<file path="src/shared/ccce_map.vh">
// Constants for the call / clear / complement execution block.
// Assumes a 12-bit instruction word and 11-bit program counter.
// Operation
// - Call loads the eight-bit literal into program counter bits 7 to 0.
// - Call fills program counter bits 10:9 from status bits 6:5.
// - Call always forces program counter bit 8 to zero.
// - Call is one word, two cycles; second cycle flushes the fetched instruction.
// - Call pushes program counter plus one onto the return stack first.
// - Watchdog kick, code 0x004, zeroes the watchdog counter in one cycle.
// - Watchdog kick clears the prescaler only when assigned to the watchdog.
// - Watchdog kick sets the time-out flag and power-down flag to one.
// - Register clear writes zero to the addressed register and sets zero flag.
// - Register invert produces the bitwise inverse of the register in one cycle.
// - Invert with destination bit 0 writes the accumulator, register unchanged.
// - Invert with destination bit 1 writes the result back to the register.
`ifndef CCCE_MAP_VH
`define CCCE_MAP_VH
`define CCCE_CALL_MASK   12'hf00
`define CCCE_CALL_CODE   12'h900
`define CCCE_KICK_CODE   12'h004
`define CCCE_CLR_MASK    12'hfe0
`define CCCE_CLR_CODE    12'h060
`define CCCE_INV_MASK    12'hfc0
`define CCCE_INV_CODE    12'h240
`define CCCE_DEST_BIT    5
`define CCCE_PAGE_HI     6
`define CCCE_PAGE_LO     5
`define CCCE_TO_BIT      4
`define CCCE_PD_BIT      3
`define CCCE_Z_BIT       2
`define CCCE_CALL_CYCLES 2
`endif

</file>
<file path="src/verilog/ccce_exec.v">
// Execution unit for call, watchdog kick, register clear and invert.
// Assumes one instruction per valid cycle; file read data arrives
// combinationally for the index on the instruction word.
`timescale 1ns/1ps
`default_nettype none
`include "ccce_map.vh"
module ccce_exec
(
  input  wire        clk_in,
  input  wire        sys_rst_in,
  input  wire        instr_valid_in,
  input  wire [11:0] instr_in,
  input  wire [10:0] program_counter_in,
  input  wire [7:0]  status_in,
  input  wire [7:0]  file_rdata_in,
  input  wire        prescaler_to_wdt_in,
  output reg  [4:0]  file_addr_out,
  output reg  [7:0]  file_wdata_out,
  output reg         file_we_out,
  output reg  [7:0]  accum_out,
  output reg         accum_we_out,
  output reg  [7:0]  status_out,
  output reg         status_we_out,
  output reg  [10:0] program_counter_out,
  output reg         pc_load_out,
  output reg  [10:0] stack_push_data_out,
  output reg         stack_push_out,
  output reg         flush_out,
  output reg         busy_out,
  output reg         watchdog_counter_clr_out,
  output reg         prescaler_clr_out
);
  wire        is_call;
  wire        is_kick;
  wire        is_clr;
  wire        is_inv;
  wire [7:0]  inv_val;
  reg         second_r;

  ccce_decode u_dec
  (
    .instr_in    (instr_in),
    .is_call_out (is_call),
    .is_kick_out (is_kick),
    .is_clr_out  (is_clr),
    .is_inv_out  (is_inv)
  );

  assign inv_val = ~file_rdata_in;

  // Registered execution of each instruction
  always @(posedge clk_in)
  begin
    if (sys_rst_in)
    begin
      file_addr_out            <= 5'h00;
      file_wdata_out           <= 8'h00;
      file_we_out              <= 1'b0;
      accum_out                <= 8'h00;
      accum_we_out             <= 1'b0;
      status_out               <= 8'h00;
      status_we_out            <= 1'b0;
      program_counter_out      <= 11'h000;
      pc_load_out              <= 1'b0;
      stack_push_data_out      <= 11'h000;
      stack_push_out           <= 1'b0;
      flush_out                <= 1'b0;
      busy_out                 <= 1'b0;
      watchdog_counter_clr_out <= 1'b0;
      prescaler_clr_out        <= 1'b0;
      second_r                 <= 1'b0;
    end
    else
    begin
      file_we_out              <= 1'b0;
      accum_we_out             <= 1'b0;
      status_we_out            <= 1'b0;
      pc_load_out              <= 1'b0;
      stack_push_out           <= 1'b0;
      flush_out                <= 1'b0;
      watchdog_counter_clr_out <= 1'b0;
      prescaler_clr_out        <= 1'b0;
      busy_out                 <= 1'b0;
      second_r                 <= 1'b0;
      file_addr_out            <= instr_in[4:0];
      status_out               <= status_in;
      if (second_r)
      begin
        // Second call cycle discards the prefetched word
        flush_out <= 1'b1;
      end
      else if (instr_valid_in)
      begin
        if (is_call)
        begin
          stack_push_data_out <= program_counter_in + 11'h001;
          stack_push_out      <= 1'b1;
          program_counter_out <= {status_in[`CCCE_PAGE_HI:`CCCE_PAGE_LO],
                                  1'b0,
                                  instr_in[7:0]};
          pc_load_out         <= 1'b1;
          busy_out            <= 1'b1;
          second_r            <= 1'b1;
        end
        else if (is_kick)
        begin
          watchdog_counter_clr_out <= 1'b1;
          prescaler_clr_out        <= prescaler_to_wdt_in;
          status_out[`CCCE_TO_BIT] <= 1'b1;
          status_out[`CCCE_PD_BIT] <= 1'b1;
          status_we_out            <= 1'b1;
        end
        else if (is_clr)
        begin
          file_wdata_out          <= 8'h00;
          file_we_out             <= 1'b1;
          status_out[`CCCE_Z_BIT] <= 1'b1;
          status_we_out           <= 1'b1;
        end
        else if (is_inv)
        begin
          if (instr_in[`CCCE_DEST_BIT])
          begin
            file_wdata_out <= inv_val;
            file_we_out    <= 1'b1;
          end
          else
          begin
            accum_out    <= inv_val;
            accum_we_out <= 1'b1;
          end
          status_out[`CCCE_Z_BIT] <= (inv_val == 8'h00);
          status_we_out           <= 1'b1;
        end
      end
    end
  end
endmodule
`default_nettype wire

</file>
<file path="src/verilog/ccce_decode.v">
// Instruction classifier for the call / clear / complement block.
// Assumes a registered, stable instruction word from the fetch stage.
`timescale 1ns/1ps
`default_nettype none
`include "ccce_map.vh"
module ccce_decode
(
  input  wire [11:0] instr_in,
  output wire        is_call_out,
  output wire        is_kick_out,
  output wire        is_clr_out,
  output wire        is_inv_out
);
  // Opcode matching against fixed patterns
  assign is_call_out = (instr_in & `CCCE_CALL_MASK) == `CCCE_CALL_CODE;
  assign is_kick_out = instr_in == `CCCE_KICK_CODE;
  assign is_clr_out  = (instr_in & `CCCE_CLR_MASK) == `CCCE_CLR_CODE;
  assign is_inv_out  = (instr_in & `CCCE_INV_MASK) == `CCCE_INV_CODE;
endmodule
`default_nettype wire

</file>
<file path="config.mk">
export PLATFORM = sky130hd
export DESIGN_NAME = ccce_exec
export DESIGN_NICKNAME = d
export VERILOG_FILES = /design/src/verilog/ccce_exec.v /design/src/verilog/ccce_decode.v
export VERILOG_INCLUDE_DIRS = /design/src /design/src/shared
export SDC_FILE = /design/constraint.sdc
export NUM_CORES = 1
export LEC_CHECK = 0
export ABC_AREA = 1
export BUFFER_PORTS_ARGS = -buffer_cell sky130_fd_sc_hd__buf_2
export CORE_MARGIN = 3
export CORE_UTILIZATION = 50
export CTS_CLUSTER_SIZE = 28
export DETAILED_ROUTE_END_ITERATION = 12
export GPL_TIMING_DRIVEN = 0
export HOLD_SLACK_MARGIN = 0.08
export MAX_ROUTING_LAYER = met4
export PLACE_DENSITY = 0.81
export SLEW_MARGIN = 20
export SYNTH_ARGS = -nofsm -noshare
export SYNTH_HDL_FRONTEND = slang
export SYNTH_SLANG_ARGS = --single-unit
export TNS_END_PERCENT = 10
</file>
<file path="constraint.sdc">
create_clock -name clk_in -period 3.2 [get_ports clk_in]
set_clock_uncertainty 0.15 [all_clocks]
set_input_delay 0.64 -clock clk_in [delete_from_list [all_inputs] [get_ports clk_in]]
set_output_delay 0.64 -clock clk_in [all_outputs]
set_load 0.1 [all_outputs]
</file>
==> results of run 1 <==
==> cell families after synthesis <==
group                    Yosys count  synth area share, %
AO/OA/AOI/OAI                     38                 8.46
adder cells (fa/ha/maj)            1                0.510
other                              1                0.153
AND/OR/NAND/NOR                  166                 30.4
XOR/XNOR                           5                 1.78
buffers and inverters             67                 12.2
flip-flops                        57                 46.5
==> stage by stage <==
| stage | hold slack [ps] | setup slack [ps] | utilization (%) | total power, W | std cells |
|---|---|---|---|---|---|
| global route | 353 | 1120 | 71.0 | 0.00168 | 515 |
| floorplan | 568 | 1000 | - | 0.000936 | 335 |
| finish | 322 | 1160 | 71.0 | 0.00162 | 515 |
| global placement | 299 | 1250 | 67.0 | 0.000995 | 500 |
| detailed placement | 313 | 1240 | 67.0 | 0.000998 | 500 |
| CTS | 325 | 1160 | 71.0 | 0.00162 | 515 |
==> how the worst max path moves through the flow <==
stage	startpoint	slack [ps]	end
CTS	second_r	1160	stack_push_out
global placement	instr_in[9]	1250	stack_push_data_out[3]
finish	second_r	1160	stack_push_out
floorplan	second_r	1000	pc_load_out
global route	second_r	1120	pc_load_out
detailed placement	instr_in[9]	1240	stack_push_data_out[3]
==> sequential cells by signal, indices dropped and copies added, names as in the netlist, 5 cells and up <==
name / count
stack_push_data_out: 11
program_counter_out: 10
accum_out: 8
file_wdata_out: 8
status_out: 8
file_addr_out: 5
==> worst register-to-register path: cells and delay by family (launching register included) <==
family / cells / cell delay, ps
compound gates: 2 / 240
buf+inv: 5 / 440
flops: 1 / 380
simple gates: 2 / 220
==> layout make-up <==
class / count / area [sq um]
tap: 65 / 81.3
clock buffer: 9 / 124
clock inverter: 6 / 60.1
fill: 373 / 1310
timing repair buffer: 100 / 500
multi-input combinational: 211 / 1010
buffer: 16 / 109
inverter: 51 / 191
sequential: 57 / 1140
==> cells in the final DEF, fill, tap and decap left out, types with 2 or more instances in the layout <==
cell type and n:
clkinvlp_4 2, xor2_1 4, clkinv_2 3, nand3_1 7
inv_2 4, clkbuf_8 9, or2_2 2, nand2_2 3
buf_2 106, nand2_1 73, inv_1 47, a21oi_1 14
dfxtp_1 57, o21a_1 5, clkbuf_1 2, nor2_1 55
buf_4 5, nand4_1 11, nor3_1 4, nor2_4 3
nor2_2 3, a31oi_1 2, buf_6 3, o21ai_0 16
==> report_power, final <==
group          leakage [nW]  internal [W]  switching, W
Combinational          1.28     0.0000564      0.000198
Clock                0.0909      0.000350      0.000280
Sequential            0.464      0.000725    0.00000538
==> layer usage <==
layer / share of wire (%) / track usage (%) / vias up / wire (um)
met5: 0 / - / - / 0
met4: 1.2 / 6.70 / 0 / 72
met3: 9.1 / 7.80 / 10 / 560
met2: 48 / 35.5 / 101 / 2920
met1: 42 / 25.2 / 1095 / 2580
li1: - / - / 1253 / -
==> results.json, run 1 <==
{
  "fin_crit_sh_pct": 63.7,
  "gp_congestion": 0.876,
  "min_delay_path_depth": 2,
  "maxSlewViolCount": 0,
  "drv_cap": 0,
  "synth_async_sr_flop_share_pct": 0,
  "path_depth": 2,
  "critPathSlowestCell": "buf_2",
  "ios": 103,
  "ys_seq_area_share_pct": 46.5,
  "synth_edf_count": 0,
  "cts_tree": "built",
  "crit_path_cell_trace": "buf_4 > buf_2",
  "h-tree-depth": 3,
  "status": "completed",
  "cp.required_ps": 2410,
  "clk_pin_slew_ps": 70,
  "end_kind": "output port",
  "clock.fmax_mhz": 491,
  "dpl-instance-area_sq_mm": 0.00304,
  "r2r-start": "second_r",
  "drcViolationCount": 0,
  "setup_viol": 0,
  "synthToLayoutAreaGrowth_pct": 31.2,
  "synth.avg_cell_area_sq_um": 7.33,
  "grt_pass1_wl_mm": 10.1,
  "postCtsHoldBufs": 0,
  "path_max_fanout": 4,
  "post_drt_wl_per_cell_um": 11.9,
  "num_vias": 2459,
  "coreArea_sq_mm": 0.00453,
  "hold_violations": 0,
  "cts_buffers": 9,
  "postSynthCellCount": 335,
  "syn_nets": 379,
  "crit_arrival_ps": 1250,
  "r2r_end": "stack_push_data_out[6]",
  "viasPerCell": 4.77,
  "ant_nets": 0,
  "insertedDiodeCount": 0,
  "synth_flop_cell": "dfxtp_1",
  "min-delay-path-class": "reg -> reg",
  "first_global_vias": 2300,
  "dp_hpwl_mm": 4.56,
  "hp-start": "stack_push_data_out[2]",
  "p_leak_nw": 1.84,
  "yosys-top-cells-count": "nand2_1, dfxtp_1, nor2_1",
  "cts.sinks": 57,
  "reg2reg_depth": 9,
  "die_h_um": 76.1,
  "criticalPathCategory": "reg -> out",
  "crit_buf_inv": 2,
  "initial_utilization_pct": 54.1,
  "synth_top_area_share_pct": 46.5,
  "period_minus_slack_ps": 2040,
  "grtUsageTotal_pct": 21.8,
  "tns_ps": 0,
  "synth.area.top_cells": "dfxtp_1, nand2_1, nor2_1",
  "first_pass_iters": 4,
  "worstSetupStartpointType": "flip-flop",
  "synth_area_sq_mm": 0.00245,
  "min_to": "stack_push_data_out[2]",
  "ctsResizeCount": 0,
  "cts-root-buf": "clkbuf_8",
  "grt_max_degree": 11,
  "ys_seq_elements": 57,
  "wirelength_mm": 6.14,
  "critical_path.top_delay_family": "buffers and inverters",
  "clock_latency_ps": 330,
  "die_width_um": 76.1,
  "final_nets": 490,
  "io_buffers": 100,
  "powerDensity_mw_per_mm2": 502,
  "ys_types": 30,
  "max_stage_delay_ps": 410,
  "rsz0062_at_grt": "false",
  "r2r_slack_ps": 1640,
  "synth_top_cell_by_area": "dfxtp_1",
  "dieArea_sq_mm": 0.00579,
  "antenna_found_initial": 0,
  "fin_area_sq_mm": 0.00322,
  "drive_gt1_share_pct": 32.9,
  "rows": 24,
  "drtIter0Drc": 91,
  "yosys_warnings": 0,
  "ir_worst_vdd_v": 0.000366,
  "post_cts_buffers": 0,
  "clock_path_buffers": 2,
  "synth_most_common_cell": "nand2_1",
  "grt_overflow": 0
}
Note: power is estimated with default switching activity, not from simulation.
==> run 2, diff against run 1 <==
CORE_UTILIZATION = 43   (was 50)
PLACE_DENSITY = 0.74   (was 0.81)
clock period = 1.86 ns   (was 3.2 ns; I/O delays follow)
==> run 2 against run 1 <==
Effect of this change:
- critical path depth did not move
- critical path type unchanged
- count of clock-buffer cells in the layout rose by 2
- final area rose by 1.2%
- worst setup slack got worse by 1000 ps
- flip-flop and latch count did not move
==> results.json, run 2 (same netlist as run 1, synthesis figures left out) <==
{
  "status": "completed",
  "end_kind": "output port",
  "stdcell_count": 522,
  "hp-start": "program_counter_in[0]",
  "clkPwrFrac_pct": 41.0,
  "critical_path.top_delay_family": "buffers and inverters",
  "period_minus_slack_ps": 1710,
  "grt_overflow": 0,
  "clock_path_buffers": 2,
  "cp.required_ps": 1340,
  "rsz0062_at_grt": "false",
  "cts.sinks": 57,
  "cts_buffers": 9,
  "path_max_fanout": 4,
  "initial_utilization_pct": 46.3,
  "coreArea_sq_mm": 0.00530,
  "dp.cells": 505,
  "ctsResizeCount": 0,
  "critPathSlowestCell": "buf_2",
  "crit_buf_inv": 2,
  "switchingPower_w": 0.000839,
  "largestRegisters": "stack_push_data_out (11), program_counter_out (10)",
  "num_vias": 2399,
  "min_to": "stack_push_data_out[0]",
  "grtUsageTotal_pct": 19.7,
  "ant_nets": 0,
  "r2r_end": "stack_push_data_out[3]",
  "worstSetupStartpointType": "flip-flop",
  "gr-usage-met1_pct": 23.2,
  "synthToLayoutAreaGrowth_pct": 32.8,
  "io_buffers": 100,
  "layout_common_cells": "buf_2, nand2_1, dfxtp_1",
  "crit_path_cell_trace": "buf_4 > buf_2",
  "dieArea_sq_mm": 0.00665,
  "criticalPathCategory": "reg -> out",
  "ir_worst_vdd_v": 0.000551,
  "grt_pass1_wl_mm": 9.77,
  "use_met3_pct": 6.69,
  "hold_violations": 0,
  "clock_latency_ps": 320,
  "r2r-start": "second_r",
  "drive_gt1_share_pct": 33.2,
  "h-tree-depth": 3,
  "antenna_found_initial": 0,
  "combPwrFrac_pct": 15.2,
  "grt_busiest_layer": "met2",
  "maxSlewViolCount": 0,
  "powerDensity_mw_per_mm2": 881,
  "final_common_cell": "buf_2",
  "use_met2_pct": 31.8,
  "r2r_slack_ps": 290,
  "crit_start": "second_r",
  "grt_max_degree": 11,
  "clock.fmax_mhz": 585,
  "wirelength_mm": 6.08,
  "dp_hpwl_mm": 4.65,
  "first_global_vias": 2288,
  "regMostFlops": "stack_push_data_out",
  "gp_congestion": 0.814,
  "tns_ps": 0,
  "largest_reg_flops": 11,
  "p_leak_nw": 1.86,
  "post_drt_wl_per_cell_um": 11.7,
  "die_width_um": 81.6,
  "first_pass_iters": 4,
  "drcViolationCount": 0,
  "min-delay-path-class": "in -> reg",
  "reg2reg_depth": 8,
  "drv_cap": 0,
  "setup_viol": 0,
  "min_delay_path_depth": 2,
  "fin_crit_sh_pct": 92.0,
  "crit_arrival_ps": 1190,
  "ios": 103,
  "swShare_pct": 29.2,
  "p_seq_share_pct": 43.8,
  "p_int_w": 0.00203,
  "cts-root-buf": "clkbuf_8",
  "drtIter0Drc": 96,
  "insertedDiodeCount": 0,
  "rows": 26,
  "die_h_um": 81.6,
  "clk_pin_slew_ps": 60,
  "n_fill_cell": 512,
  "p_total_w": 0.00287,
  "final_nets": 491,
  "whs_ps": 97.6,
  "cts_tree": "built",
  "max_stage_delay_ps": 410,
  "viasPerCell": 4.60
}
## run 2: changes by cell type in the layout (fill, tap and decap cells not counted), sizes merged
cell         before  now
clkbuf           11   13
clkinvlp          2    0
clkinv            3    4
dlygate4sd3       0    1
## run 2: worst reg2reg max path, delay by kind of cell, from the launching register on
kind,cells,cell delay [ps]
DFF,1,330
buffers and inverters,5,680
AOI/OAI and AO/OA,1,80
and+or+nand+nor,2,210
## run 2: layout make-up
class                   count  area, sq um  share of cell area (%)
well taps                  70         87.6                    2.69
multi-input cells         211         1010                    31.1
clock inverters             5         53.8                    1.65
inverters                  51          191                    5.87
plain buffers              16          109                    3.34
clock buffers              11          151                    4.64
flip-flops and latches     57         1140                    35.0
repair buffers            101          510                    15.7
## run 2: worst max path at each step
stage	endpoint	slack [ps]	cells past startpoint
after floorplan	stack_push_data_out[9]	60	9
after global placement	stack_push_data_out[3]	170	9
after detailed placement	stack_push_data_out[9]	150	10
after CTS	stack_push_out	130	2
after global routing	stack_push_out	90	2
final	stack_push_out	150	2
## run 2: per-layer routing
layer	vias up	routed length, um
li1	1252	-
met1	1047	2700
met2	94	2780
met3	6	576
met4	0	32
met5	-	0
## run 2: stage by stage
step / setup WS, ps / utilization [%] / instance area, sq um
floorplan: 58.0 / - / 2460
global placement: 171 / 57.4 / 3040
detailed placement: 152 / 57.4 / 3040
CTS: 127 / 61.5 / 3260
global route: 90.8 / 61.5 / 3260
finish: 150 / 61.5 / 3260
## run 2: power by group through the flow
stage | registers, W | clock network, W | logic [W]
2_1_floorplan | 0.00148 | 0 | 0.000127
3_3_place_gp | 0.00128 | 0 | 0.000431
3_5_place_dp | 0.00128 | 0 | 0.000434
4_1_cts | 0.00126 | 0.00121 | 0.000438
5_1_grt | 0.00126 | 0.00128 | 0.000465
6_report | 0.00126 | 0.00118 | 0.000436
## run 2: repair_timing
action	CTS	global route
hold endpoints to repair	1	0
hold buffers	1	0
setup buffers	0	0
